File: config.mk
export PLATFORM = sky130hd
export DESIGN_NAME = gses_sequencer
export DESIGN_NICKNAME = d
export VERILOG_FILES = /design/src/inc/gses_pkg.sv /design/src/hdl/gses_pin_sync.sv /design/src/hdl/gses_sequencer.sv
export VERILOG_INCLUDE_DIRS = /design/src /design/src/inc
export SDC_FILE = /design/constraint.sdc
export NUM_CORES = 1
export LEC_CHECK = 0
export ABC_AREA = 1
export BUFFER_PORTS_ARGS = -buffer_cell sky130_fd_sc_hd__buf_2
export CORE_MARGIN = 1
export CORE_UTILIZATION = 62
export DETAILED_ROUTE_END_ITERATION = 16
export PLACE_DENSITY = 0.79
export SKIP_LAST_GASP = 1
export SYNTH_ARGS = -nofsm -noshare
export SYNTH_HDL_FRONTEND = slang
export SYNTH_HIERARCHICAL = 1
export SYNTH_SLANG_ARGS = --single-unit
File: constraint.sdc
create_clock -name CORE_CLK_IN -period 3.89 [get_ports CORE_CLK_IN]
set_clock_uncertainty 0.2 [all_clocks]
set_input_delay 0.778 -clock CORE_CLK_IN [delete_from_list [all_inputs] [get_ports CORE_CLK_IN]]
set_output_delay 0.778 -clock CORE_CLK_IN [all_outputs]
set_load 0.02 [all_outputs]
File: src/inc/gses_defines.svh
`ifndef GSES_DEFINES_SVH
`define GSES_DEFINES_SVH
// ----------------------------------------
// Register byte offsets
// ----------------------------------------
`define GSES_OFF_CFG_A 8'h00
`define GSES_OFF_CFG_C 8'h04
`define GSES_OFF_CFG_D 8'h08
`define GSES_OFF_RES_LEN 8'h0c
`define GSES_OFF_TINT 8'h10
`define GSES_OFF_TINT_DS 8'h14
`define GSES_OFF_TINT_TS 8'h18
`define GSES_OFF_ROT 8'h1c
`define GSES_OFF_FOT 8'h20
`define GSES_OFF_LINES 8'h24
`define GSES_OFF_SAMPLES 8'h28
`define GSES_OFF_STATUS 8'h2c
// ----------------------------------------
// Field positions
// ----------------------------------------
`define GSES_A_ENABLE 0
`define GSES_A_SLAVE 1
`define GSES_A_TRIG 2
`define GSES_C_LINES 6
`define GSES_C_SYNC 7
`define GSES_C_MASK 8'hc0
// ----------------------------------------
// Reset values
// ----------------------------------------
`define GSES_RST_CFG_A 3'h0
`define GSES_RST_CFG_C 8'h00
`define GSES_RST_CFG_D 4'h0
`define GSES_RST_RES_LEN 16'h0010
`define GSES_RST_TINT 16'h0040
`define GSES_RST_TINT_DS 16'h0000
`define GSES_RST_TINT_TS 16'h0000
`define GSES_RST_ROT 16'h0009
`define GSES_RST_FOT 16'h013b
`define GSES_RST_LINES 11'h400
`define GSES_RST_SAMPLES 4'h1
// ----------------------------------------
// Line geometry: 54 kernels of 24 pixels
// ----------------------------------------
`define GSES_LAST_KERNEL 6'h35
`endif

File: src/inc/gses_pkg.sv
package gses_pkg;
  typedef enum logic [1:0] {
    GSES_EX_IDLE = 2'b00,
    GSES_EX_RESET = 2'b01,
    GSES_EX_EXPOSE = 2'b11
  } gses_exp_state_t;

  typedef enum logic [1:0] {
    GSES_RD_ROT = 2'b00,
    GSES_RD_KERN = 2'b01,
    GSES_RD_FOT = 2'b11
  } gses_rd_state_t;
endpackage

File: src/hdl/gses_pin_sync.sv
`timescale 1ns/1ps
module gses_pin_sync (
  input wire logic clk_in,
  input wire logic rst_n_in,
  input wire logic [2:0] pin_in,
  output logic [2:0] level_out,
  output logic [2:0] rise_out,
  output logic [2:0] fall_out
);
  logic [2:0] meta_q;
  logic [2:0] sync_q;
  logic [2:0] last_q;

  genvar i;
  generate
    for (i = 0; i < 3; i++) begin : g_pin
      always_ff @(posedge clk_in or negedge rst_n_in) begin
        if (!rst_n_in) begin
          meta_q[i] <= 1'b0;
          sync_q[i] <= 1'b0;
          last_q[i] <= 1'b0;
        end else begin
          meta_q[i] <= pin_in[i];
          sync_q[i] <= meta_q[i];
          last_q[i] <= sync_q[i];
        end
      end
      assign level_out[i] = sync_q[i];
      assign rise_out[i] = sync_q[i] & ~last_q[i];
      assign fall_out[i] = ~sync_q[i] & last_q[i];
    end
  endgenerate
endmodule

File: src/hdl/gses_sequencer.sv
`timescale 1ns/1ps
`include "gses_defines.svh"
// Notes on behaviour
// - Every frame readout opens with a frame overhead period transferring pixels.
// - Lines follow one by one, each opening with a row overhead period.
// - Each line selects 54 kernels of 24 pixels, 12 per clock edge.
// - A config bit picks internally or externally timed exposure.
// - External timing: exposure follows pins, readout stays internally timed.
// - Pipelined: exposure of next frame runs during readout until stopped.
// - Internal timing: a config bit picks lines or cycles for timers.
// - Line-counted timers change exposure signals only during row overhead.
// - Cycle counts scale by two to a 4-bit prescale; act at expiry.
// - Sync bit defers exposure signal updates to the next row overhead.
// - Same sync bit aligns external exposure pins to row overhead too.
// - Overhead timers count cycles; exposure timers count lines or cycles.
// - Pipelined external: programmed times ignored; pin high ends reset.
// - Pipelined external: pin low samples the image, then readout.
// - Triggered: one image per request; array in reset until pin high.
// - Triggered internal: rising pin starts; timer sets length; fall ignored.
// - Triggered internal: timer expiry starts readout; reset held; new rise.
// - Triggered external: pin low starts frame overhead, then readout.
// - Triggered external: next frame begins when pin rises again.
// - Step count sets samples per pixel reset; one is normal.
// - Multi-sample external: pin protocol unchanged, resets between samples dropped.
// - Monitor outputs stay high during their exposures.
// - Low sequencer reset input resets the sequencer.
module gses_sequencer (
  input wire logic CORE_CLK_IN,
  input wire logic RST_N_IN,
  input wire logic PSEL_IN,
  input wire logic PENABLE_IN,
  input wire logic PWRITE_IN,
  input wire logic [7:0] PADDR_IN,
  input wire logic [31:0] PWDATA_IN,
  output logic [31:0] PRDATA_OUT,
  output logic PREADY_OUT,
  output logic PSLVERR_OUT,
  input wire logic FIRST_EXPOSURE_PIN_IN,
  input wire logic SECOND_EXPOSURE_PIN_IN,
  input wire logic THIRD_EXPOSURE_PIN_IN,
  output logic PIXEL_RESET_OUT,
  output logic FRAME_OVERHEAD_OUT,
  output logic ROW_OVERHEAD_OUT,
  output logic KERNEL_SELECT_OUT,
  output logic [5:0] KERNEL_INDEX_OUT,
  output logic [10:0] LINE_INDEX_OUT,
  output logic READOUT_BUSY_OUT,
  output logic MONITOR_1_OUT,
  output logic MONITOR_2_OUT,
  output logic MONITOR_3_OUT
);

  // ----------------------------------------
  // Registers and state
  // ----------------------------------------
  logic [2:0] sequencer_config_a_q;
  logic [7:0] sequencer_config_c_q;
  logic [3:0] sequencer_config_d_q;
  logic [15:0] res_length_q;
  logic [15:0] exposure_duration_q;
  logic [15:0] second_slope_duration_q;
  logic [15:0] third_slope_duration_q;
  logic [15:0] row_overhead_q;
  logic [15:0] frame_overhead_q;
  logic [10:0] line_count_q;
  logic [3:0] samples_per_reset_q;
  logic [31:0] prdata_q;
  gses_pkg::gses_exp_state_t exp_q;
  gses_pkg::gses_exp_state_t exp_d;
  gses_pkg::gses_rd_state_t rd_q;
  logic [15:0] exp_cnt_q;
  logic [15:0] exp_cnt_d;
  logic [15:0] rd_cnt_q;
  logic [5:0] kern_q;
  logic [10:0] line_q;
  logic rd_busy_q;
  logic samp_pend_q;
  logic [3:0] ndr_cnt_q;
  logic [14:0] div_cnt_q;
  logic pix_reset_q;
  logic [2:0] mon_q;
  logic [2:0] pin_lvl;
  logic [2:0] pin_rise;
  logic [2:0] pin_fall;
  logic enable;
  logic slave;
  logic trig;
  logic lines_mode;
  logic sync_rot;
  logic setup_ph;
  logic access_ph;
  logic wr_en;
  logic mapped;
  logic [31:0] rd_val;
  logic [14:0] div_lim;
  logic div_tick;
  logic line_tick;
  logic tick;
  logic exp_smp;
  logic ndr_last;
  logic upd_ok;
  logic fot_enter;
  logic samp_evt;
  logic pix_reset_d;
  logic [2:0] mon_d;

  assign enable = sequencer_config_a_q[`GSES_A_ENABLE];
  assign slave = sequencer_config_a_q[`GSES_A_SLAVE];
  assign trig = sequencer_config_a_q[`GSES_A_TRIG];
  assign lines_mode = sequencer_config_c_q[`GSES_C_LINES];
  assign sync_rot = sequencer_config_c_q[`GSES_C_SYNC];

  // ----------------------------------------
  // APB slave, zero wait states
  // ----------------------------------------
  assign setup_ph = PSEL_IN & ~PENABLE_IN;
  assign access_ph = PSEL_IN & PENABLE_IN;
  assign wr_en = access_ph & PWRITE_IN & mapped;
  assign PREADY_OUT = 1'b1;
  assign PSLVERR_OUT = access_ph & ~mapped;
  assign PRDATA_OUT = prdata_q;

  always_comb begin
    mapped = 1'b1;
    rd_val = 32'h0;
    case (PADDR_IN)
      `GSES_OFF_CFG_A: rd_val = {29'h0, sequencer_config_a_q};
      `GSES_OFF_CFG_C: rd_val = {24'h0, sequencer_config_c_q};
      `GSES_OFF_CFG_D: rd_val = {28'h0, sequencer_config_d_q};
      `GSES_OFF_RES_LEN: rd_val = {16'h0, res_length_q};
      `GSES_OFF_TINT: rd_val = {16'h0, exposure_duration_q};
      `GSES_OFF_TINT_DS: rd_val = {16'h0, second_slope_duration_q};
      `GSES_OFF_TINT_TS: rd_val = {16'h0, third_slope_duration_q};
      `GSES_OFF_ROT: rd_val = {16'h0, row_overhead_q};
      `GSES_OFF_FOT: rd_val = {16'h0, frame_overhead_q};
      `GSES_OFF_LINES: rd_val = {21'h0, line_count_q};
      `GSES_OFF_SAMPLES: rd_val = {28'h0, samples_per_reset_q};
      `GSES_OFF_STATUS: rd_val = {11'h0, ndr_cnt_q, line_q, rd_busy_q, samp_pend_q, rd_q, exp_q};
      default: mapped = 1'b0;
    endcase
  end

  always_ff @(posedge CORE_CLK_IN or negedge RST_N_IN) begin
    if (!RST_N_IN) begin
      prdata_q <= 32'h0;
    end else if (setup_ph && !PWRITE_IN) begin
      prdata_q <= rd_val;
    end
  end

  always_ff @(posedge CORE_CLK_IN or negedge RST_N_IN) begin
    if (!RST_N_IN) begin
      sequencer_config_a_q <= `GSES_RST_CFG_A;
      sequencer_config_c_q <= `GSES_RST_CFG_C;
      sequencer_config_d_q <= `GSES_RST_CFG_D;
      res_length_q <= `GSES_RST_RES_LEN;
      exposure_duration_q <= `GSES_RST_TINT;
      second_slope_duration_q <= `GSES_RST_TINT_DS;
      third_slope_duration_q <= `GSES_RST_TINT_TS;
      row_overhead_q <= `GSES_RST_ROT;
      frame_overhead_q <= `GSES_RST_FOT;
      line_count_q <= `GSES_RST_LINES;
      samples_per_reset_q <= `GSES_RST_SAMPLES;
    end else if (wr_en) begin
      case (PADDR_IN)
        `GSES_OFF_CFG_A: sequencer_config_a_q <= PWDATA_IN[2:0];
        `GSES_OFF_CFG_C: sequencer_config_c_q <= PWDATA_IN[7:0] & `GSES_C_MASK;
        `GSES_OFF_CFG_D: sequencer_config_d_q <= PWDATA_IN[3:0];
        `GSES_OFF_RES_LEN: res_length_q <= PWDATA_IN[15:0];
        `GSES_OFF_TINT: exposure_duration_q <= PWDATA_IN[15:0];
        `GSES_OFF_TINT_DS: second_slope_duration_q <= PWDATA_IN[15:0];
        `GSES_OFF_TINT_TS: third_slope_duration_q <= PWDATA_IN[15:0];
        `GSES_OFF_ROT: row_overhead_q <= PWDATA_IN[15:0];
        `GSES_OFF_FOT: frame_overhead_q <= PWDATA_IN[15:0];
        `GSES_OFF_LINES: line_count_q <= PWDATA_IN[10:0];
        `GSES_OFF_SAMPLES: samples_per_reset_q <= PWDATA_IN[3:0];
        default: ;
      endcase
    end
  end

  // ----------------------------------------
  // Exposure pin synchronisers
  // ----------------------------------------
  gses_pin_sync u_pin_sync (
    .clk_in(CORE_CLK_IN),
    .rst_n_in(RST_N_IN),
    .pin_in({THIRD_EXPOSURE_PIN_IN, SECOND_EXPOSURE_PIN_IN, FIRST_EXPOSURE_PIN_IN}),
    .level_out(pin_lvl),
    .rise_out(pin_rise),
    .fall_out(pin_fall)
  );

  // ----------------------------------------
  // Readout: frame overhead, row overhead, kernels
  // ----------------------------------------
  assign fot_enter = (rd_q == gses_pkg::GSES_RD_KERN) && (kern_q == `GSES_LAST_KERNEL)
    && samp_pend_q;
  assign line_tick = (rd_q == gses_pkg::GSES_RD_ROT) && (rd_cnt_q == 16'h0);

  always_ff @(posedge CORE_CLK_IN or negedge RST_N_IN) begin
    if (!RST_N_IN) begin
      rd_q <= gses_pkg::GSES_RD_ROT;
      rd_cnt_q <= 16'h0;
      kern_q <= 6'h0;
      line_q <= 11'h0;
      rd_busy_q <= 1'b0;
    end else begin
      case (rd_q)
        gses_pkg::GSES_RD_ROT: begin
          if ({1'b0, rd_cnt_q} + 17'h1 >= {1'b0, row_overhead_q}) begin
            rd_q <= gses_pkg::GSES_RD_KERN;
            rd_cnt_q <= 16'h0;
            kern_q <= 6'h0;
          end else begin
            rd_cnt_q <= rd_cnt_q + 16'h1;
          end
        end
        gses_pkg::GSES_RD_KERN: begin
          if (kern_q != `GSES_LAST_KERNEL) begin
            kern_q <= kern_q + 6'h1;
          end else if (samp_pend_q) begin
            rd_q <= gses_pkg::GSES_RD_FOT;
            rd_busy_q <= 1'b1;
            line_q <= 11'h0;
          end else begin
            rd_q <= gses_pkg::GSES_RD_ROT;
            if (rd_busy_q && ({1'b0, line_q} + 12'h1 >= {1'b0, line_count_q})) begin
              rd_busy_q <= 1'b0;
              line_q <= 11'h0;
            end else if (rd_busy_q) begin
              line_q <= line_q + 11'h1;
            end
          end
        end
        gses_pkg::GSES_RD_FOT: begin
          if ({1'b0, rd_cnt_q} + 17'h1 >= {1'b0, frame_overhead_q}) begin
            rd_q <= gses_pkg::GSES_RD_ROT;
            rd_cnt_q <= 16'h0;
          end else begin
            rd_cnt_q <= rd_cnt_q + 16'h1;
          end
        end
        default: rd_q <= gses_pkg::GSES_RD_ROT;
      endcase
    end
  end

  assign FRAME_OVERHEAD_OUT = (rd_q == gses_pkg::GSES_RD_FOT);
  assign ROW_OVERHEAD_OUT = (rd_q == gses_pkg::GSES_RD_ROT);
  assign KERNEL_SELECT_OUT = (rd_q == gses_pkg::GSES_RD_KERN) && rd_busy_q;
  assign KERNEL_INDEX_OUT = kern_q;
  assign LINE_INDEX_OUT = line_q;
  assign READOUT_BUSY_OUT = rd_busy_q;

  // ----------------------------------------
  // Timer base: lines or prescaled cycles
  // ----------------------------------------
  assign div_lim = 15'((16'h1 << sequencer_config_d_q) - 16'h1);
  assign div_tick = (div_cnt_q == div_lim);
  assign tick = lines_mode ? line_tick : div_tick;

  always_ff @(posedge CORE_CLK_IN or negedge RST_N_IN) begin
    if (!RST_N_IN) begin
      div_cnt_q <= 15'h0;
    end else if (div_tick || div_cnt_q > div_lim) begin
      div_cnt_q <= 15'h0;
    end else begin
      div_cnt_q <= div_cnt_q + 15'h1;
    end
  end

  // ----------------------------------------
  // Exposure control
  // ----------------------------------------
  assign ndr_last = ({1'b0, ndr_cnt_q} + 5'h1) >= {1'b0, samples_per_reset_q};

  always_comb begin
    exp_d = exp_q;
    exp_cnt_d = exp_cnt_q;
    exp_smp = 1'b0;
    case (exp_q)
      gses_pkg::GSES_EX_IDLE: begin
        if (!trig && !slave) begin
          exp_d = gses_pkg::GSES_EX_RESET;
          exp_cnt_d = 16'h0;
        end else if (pin_rise[0] && (!trig || !(rd_busy_q || samp_pend_q))) begin
          exp_d = gses_pkg::GSES_EX_EXPOSE;
          exp_cnt_d = 16'h0;
        end
      end
      gses_pkg::GSES_EX_RESET: begin
        if (tick && ({1'b0, exp_cnt_q} + 17'h1 >= {1'b0, res_length_q})) begin
          exp_d = gses_pkg::GSES_EX_EXPOSE;
          exp_cnt_d = 16'h0;
        end else if (tick) begin
          exp_cnt_d = exp_cnt_q + 16'h1;
        end
      end
      gses_pkg::GSES_EX_EXPOSE: begin
        if (slave) begin
          if (pin_fall[0]) begin
            exp_smp = 1'b1;
            exp_d = gses_pkg::GSES_EX_IDLE;
          end
        end else if (tick && ({1'b0, exp_cnt_q} + 17'h1 >= {1'b0, exposure_duration_q})) begin
          exp_smp = 1'b1;
          exp_cnt_d = 16'h0;
          if (trig) begin
            exp_d = gses_pkg::GSES_EX_IDLE;
          end else if (ndr_last) begin
            exp_d = gses_pkg::GSES_EX_RESET;
          end else begin
            exp_d = gses_pkg::GSES_EX_EXPOSE;
          end
        end else if (tick) begin
          exp_cnt_d = exp_cnt_q + 16'h1;
        end
      end
      default: exp_d = gses_pkg::GSES_EX_IDLE;
    endcase
    if (!enable) begin
      exp_d = gses_pkg::GSES_EX_IDLE;
      exp_smp = 1'b0;
    end
  end

  always_ff @(posedge CORE_CLK_IN or negedge RST_N_IN) begin
    if (!RST_N_IN) begin
      exp_q <= gses_pkg::GSES_EX_IDLE;
      exp_cnt_q <= 16'h0;
    end else begin
      exp_q <= exp_d;
      exp_cnt_q <= exp_cnt_d;
    end
  end

  always_ff @(posedge CORE_CLK_IN or negedge RST_N_IN) begin
    if (!RST_N_IN) begin
      ndr_cnt_q <= 4'h0;
    end else if (!enable) begin
      ndr_cnt_q <= 4'h0;
    end else if (exp_smp) begin
      ndr_cnt_q <= ndr_last ? 4'h0 : ndr_cnt_q + 4'h1;
    end
  end

  // ----------------------------------------
  // Applied pixel controls and monitors
  // ----------------------------------------
  assign pix_reset_d = (exp_q != gses_pkg::GSES_EX_EXPOSE) && (ndr_cnt_q == 4'h0);
  assign mon_d[0] = (exp_q == gses_pkg::GSES_EX_EXPOSE);
  assign mon_d[1] = mon_d[0] && (slave ? pin_lvl[1] :
    ({1'b0, exp_cnt_q} + {1'b0, second_slope_duration_q} >= {1'b0, exposure_duration_q}));
  assign mon_d[2] = mon_d[0] && (slave ? pin_lvl[2] :
    ({1'b0, exp_cnt_q} + {1'b0, third_slope_duration_q} >= {1'b0, exposure_duration_q}));
  // Deferred updates land only inside a row overhead period
  assign upd_ok = !(sync_rot || (lines_mode && !slave))
    || (rd_q == gses_pkg::GSES_RD_ROT);
  assign samp_evt = mon_q[0] && upd_ok && !mon_d[0];

  always_ff @(posedge CORE_CLK_IN or negedge RST_N_IN) begin
    if (!RST_N_IN) begin
      pix_reset_q <= 1'b1;
      mon_q <= 3'h0;
    end else if (upd_ok) begin
      pix_reset_q <= pix_reset_d;
      mon_q <= mon_d;
    end
  end

  // Sample request set wins over its clear at frame overhead entry
  always_ff @(posedge CORE_CLK_IN or negedge RST_N_IN) begin
    if (!RST_N_IN) begin
      samp_pend_q <= 1'b0;
    end else begin
      samp_pend_q <= samp_evt || (samp_pend_q && !fot_enter);
    end
  end

  assign PIXEL_RESET_OUT = pix_reset_q;
  assign MONITOR_1_OUT = mon_q[0];
  assign MONITOR_2_OUT = mon_q[1];
  assign MONITOR_3_OUT = mon_q[2];
endmodule

==> Word-level counts from Yosys, hierarchy flattened <==
Cells that the tools add are included.
{ "classes": {"n_lt_le_gt_ge": 9, "bitwise_logic": 12, "reduce_logical": 58, "n_eq_ne": 30, "muxes": 47, "add_sub_neg": 13, "n_shift": 1} }
{ "op_table": {"columns": ["operator", "n"], "rows": [
  ["21-bit one-hot mux with 12 select lines", 1],
  ["16-bit two-way mux", 8],
  ["17-bit by 16-bit >= comparator with 1-bit output", 6],
  ["16-bit one-hot mux with 3 select lines", 1],
  ["16-bit by 1-bit adder with 17-bit output (second input constant)", 2],
  ["16-bit by 16-bit adder with 17-bit output", 2],
  ["11-bit two-way mux", 3],
  ["16-bit by 1-bit adder with 16-bit output (second input constant)", 2],
  ["8-bit by 5-bit equality test with 1-bit output (second input constant)", 4],
  ["8-bit by 6-bit equality test with 1-bit output (second input constant)", 4],
  ["16-bit one-hot mux with 2 select lines", 1],
  ["2-bit two-way mux", 13],
  ["2-bit AND reduction", 11],
  ["1-bit logical AND", 17],
  ["8-bit by 4-bit equality test with 1-bit output (second input constant)", 2],
  ["16-bit logical NOT", 1],
  ["15-bit by 1-bit adder with 15-bit output (second input constant)", 1],
  ["15-bit equality test", 1],
  ["15-bit > comparator", 1],
  ["15-bit two-way mux", 1],
  ["3-bit AND reduction", 5],
  ["1-bit by 4-bit left shift with 15-bit output (first input constant)", 1],
  ["15-bit by 1-bit subtractor with 15-bit output (second input constant)", 1],
  ["11-bit by 1-bit adder with 12-bit output (second input constant)", 1],
  ["other kinds (32)", 80]
]} }
{ "totals": {"out_inout_bits": 59, "in_bits": 48, "regBits": 237} }

==> Depth between registers and ports, before layout <==
{ "depth": {"ltp_word": 11, "mapped_depth": 24} }

==> By module <==
The synthesis kept the hierarchy.
{ "by_module_without_submodules": {"columns": ["module", "n_inst", "area_per_inst_um2", "cells_per_inst"], "rows": [
  ["gses_sequencer", 1, 15967.8, 2135],
  ["gses_pin_sync", 1, 270.3, 21]
]} }

==> Worst setup path before layout <==
OpenSTA, ideal clock, no wires.
{ "synth_path": {"kind": "register to register", "startpoint": "reg exp_cnt_q[0]", "endpoint": "reg mon_q[1]", "path_stages_with_launch": 23, "period_less_slack_ns": 3.366, "t_arrival_ns": 3.049, "required_time_ns": 3.574, "setup_time_ns": 0.116, "slack_ns": 0.524, "path_cell_list": "dfrtp_1 > ha_1 > inv_1 > fa_1 > inv_1 > nand3_1 > nand2_1 > a21oi_1 > o21ai_0 > a21oi_1 > o21bai_1 > nand2_1 > nand2_1 > xor2_1 > ha_1 > nand2_1 > inv_1 > nand4_1 > nor3_1 > nor4_1 > nand3_1 > nand2_1 > nand2_1"} }
{ "synth_between": {"elab_chain_cells": 4} }
{ "synth_rtl": {"columns": ["element", "line_no", "text"], "rows": [
  ["start: declaration", "gses_sequencer.sv:71", "logic [15:0] exp_cnt_q;"],
  ["start signal: assignment", "gses_sequencer.sv:334", "exp_cnt_q <= exp_cnt_d;"],
  ["16-bit by 16-bit adder with 17-bit output", "gses_sequencer.sv:354", "({1'b0, exp_cnt_q} + {1'b0, second_slope_duration_q} >= {1'b0, exposure_duration_q}));"],
  ["17-bit by 16-bit >= comparator with 1-bit output", "gses_sequencer.sv:354", null],
  ["1-bit two-way mux", "gses_sequencer.sv:353", "assign mon_d[1] = mon_d[0] && (slave ? pin_lvl[1] :"],
  ["1-bit logical AND", "gses_sequencer.sv:353", null],
  ["end signal: assignment", "gses_sequencer.sv:368", "mon_q <= mon_d;"],
  ["end: declaration", "gses_sequencer.sv:81", "logic [2:0] mon_q;"]
]} }
Every way passes these cells.
A chain may end at the register's enable or synchronous reset.

==> Worst setup path in the final report <==
{ "layout_path": {"startpoint": "reg rd_cnt_q[2]", "endpoint": "reg rd_cnt_q[11]"} }
{ "layout_between": {"elab_chain_cells": 4} }
{ "layout_rtl": {"columns": ["element", "line_no", "text"], "rows": [
  ["start: declaration", "gses_sequencer.sv:73", "logic [15:0] rd_cnt_q;"],
  ["start signal: assignment", "gses_sequencer.sv:216", "rd_cnt_q <= rd_cnt_q + 16'h1;"],
  ["start signal: assignment", "gses_sequencer.sv:241", "rd_cnt_q <= rd_cnt_q + 16'h1;"],
  ["16-bit by 1-bit adder with 17-bit output", "gses_sequencer.sv:211, gses_sequencer.sv:237", null],
  ["17-bit by 16-bit >= comparator with 1-bit output (on tied branches)", "gses_sequencer.sv:237, gses_sequencer.sv:211", null],
  ["16-bit two-way mux (on tied branches)", "gses_sequencer.sv:237, gses_sequencer.sv:211", null],
  ["16-bit one-hot mux with 2 select lines (*)", "gses_sequencer.sv:209", "case (rd_q)"]
]} }
Every way passes the cells marked *; elsewhere a longest branch is shown, timed or not.

==> impl_metrics.yaml <==
outcome:
  outcome: "complete, no violations"
timing:
  fin_ws_ps: 230
  worst_slew_pin_slew_ps: 923
  rsz0062_at_grt: "yes"
  finalHoldViolCount: 0
  min_period_ps: 3660
  setup_viol: 0
  fmax_mhz: 273
  drv_slew: 0
  post-route-period-util_pct: 94.1
  relSlewSlack_pct: 38.5
clock_network:
  clk_pin_slew_ps: 60
  clockRootBuffer: "clkbuf_16"
  cts_tree: "done"
  clk_latency_ps: 540
  hold_buffers: 0
  cts_buffers: 26
  htreeDepth: 1
  cts.path.max_buffers: 3
  clock_sinks: 226
setup_path:
  critPathLaunchType: "flip-flop"
  cp.arrival_ps: 3880
  cp_data_required_time_ps: 4110
  path_class: "flip-flop to flip-flop"
  cp-end-kind: "flip-flop"
  path_max_fanout: 16
detailed_routing:
  wl_met3_mm: 4.67
  vias: 15400
  drt_iter0_drc: 1524
  via_per_inst: 5.91
  drc: 0
  wirelength_mm: 50.1
  wl_met1_mm: 19.7
  wl_met2_mm: 22.7
  postRouteAntennaNets: 0
  post_drt_wl_per_cell_um: 19.2
  drtPass1Iterations: 6
  highest_layer: "met4"
place:
  placed_cells: 2549
  preCtsSetupSlack_ps: -22.6
  port_buffers: 78
  gp_congestion: 0.958
  dp_hpwl_mm: 38.7
final_layout:
  stdcell_count: 2603
  final_nets: 2474
  drive_gt1_share_pct: 11.6
  diodes: 0
  syn_to_final_growth_pct: 12.2
  layout_commonest_cell: "nand2_1"
  layout_common_cells: "520 x nand2_1, 302 x inv_1, 210 x dfrtp_1, 170 x ha_1, 134 x nor2_1"
logic_synthesis:
  syn_area_um2: 16200
  ys_warn_count: 6
  netlist_instances: 2146
  syn_area_per_cell_um2: 7.53
power:
  p_leak_nw: 9.51
  irDropWorstVdd_mv: 0.442
  power_per_cell_area_nw_per_um2: 330
floorplan:
  die_area_um2: 26700
  ios: 107
  start_util_pct: 63.6
  die_y_um: 163
  design.core.area_um2: 25400
  fp.dieW_um: 163
  rows: 58
grt:
  grt_max_degree: 88
  grt_pass1_vias: 14500
  antenna_found_initial: 0
  grt_pass1_wl_mm: 77.1
  grt.total_usage_pct: 37.9
  gr-total-overflow: 0
min_path:
  hp-class: "input port to async pin"
run:
  drv_cap: 0
[per-stage QoR]
stage          util [%]  hold WS (ps)  area (um^2)  power (mW)  setup TNS, ps
4_1_cts            70.8          70.8        18000        5.92              0
2_1_floorplan         -           131        16200        3.03              0
5_1_grt            71.4          87.6        18100        6.17           -172
6_report           71.4          29.1        18100        5.98              0
3_5_place_dp       67.3           148        17100        3.38          -61.0
3_3_place_gp       67.3           135        17100        3.36          -57.1
[routing by layer]
metal | track usage, % | vias to the layer above
met5 | 0 | -
met4 | 20.1 | 0
met3 | 6.25 | 157
met2 | 61.1 | 745
met1 | 48.6 | 7174
li1 | - | 7312
[registers in the layout, summed over array words and instances, names as in the netlist, 11 cells and up]
name / flops
PRDATA_OUT: 21
exp_cnt_q: 16
exposure_duration_q: 16
frame_overhead_q: 16
rd_cnt_q: 16
res_length_q: 16
row_overhead_q: 16
second_slope_duration_q: 16
third_slope_duration_q: 16
div_cnt_q: 15
LINE_INDEX_OUT: 11
line_count_q: 11
[final cells by class]
class	instances	area, um^2
flip-flops and latches	226	5680
multi-input cells	1557	9120
inverters	312	1170
repair buffers	130	853
well taps	330	413
clock inverters	12	146
clock buffers	36	749
fillers	2082	7270
[critical path: stages, from the launching register on]
cell and delay, ps:
dfrtp_1 430, inv_1 80, nor3_2 200, nand2_1 110, nor2_2 130, nand3_1 120, nor2_2 190, nand3_1 130
nor2_1 130, xor2_1 200, inv_1 100, ha_1 340, nand4_1 130, nor4_1 380, nand2_1 110, nand4_2 180
o21ai_4 90, buf_12 150, nand2_1 60, nand2_1 60
[timing repair]
item,4_1_cts,5_1_grt
gates cloned,0,0
gates resized for setup,1,28
setup endpoints to repair,9,33
endpoints found under the hold margin,0,0
pin swaps,0,6
setup buffers,0,6
[power by group]
group	total, mW	switching [mW]	internal (mW)
logic	0.992	0.677	0.315
clock network	2.57	1.02	1.54
registers	2.42	0.0362	2.39
total	5.98	1.74	4.25
[worst paths after layout]
path	startpoint	endpoint	slack, ps	cells after the start
max in group asynchronous	RST_N_IN	line_count_q[10]	2600	2
worst max-delay path	rd_cnt_q[2]	rd_cnt_q[11]	230	19
worst max register to register	rd_cnt_q[2]	rd_cnt_q[11]	230	19
worst min register to register	u_pin_sync/meta_q[0]	u_pin_sync/level_out[0]	160	0
worst min-delay path	RST_N_IN	div_cnt_q[9]	30	1
min in group CORE_CLK_IN	THIRD_EXPOSURE_PIN_IN	u_pin_sync/meta_q[2]	150	1
No activity file was read; power rests on OpenSTA's default activity.
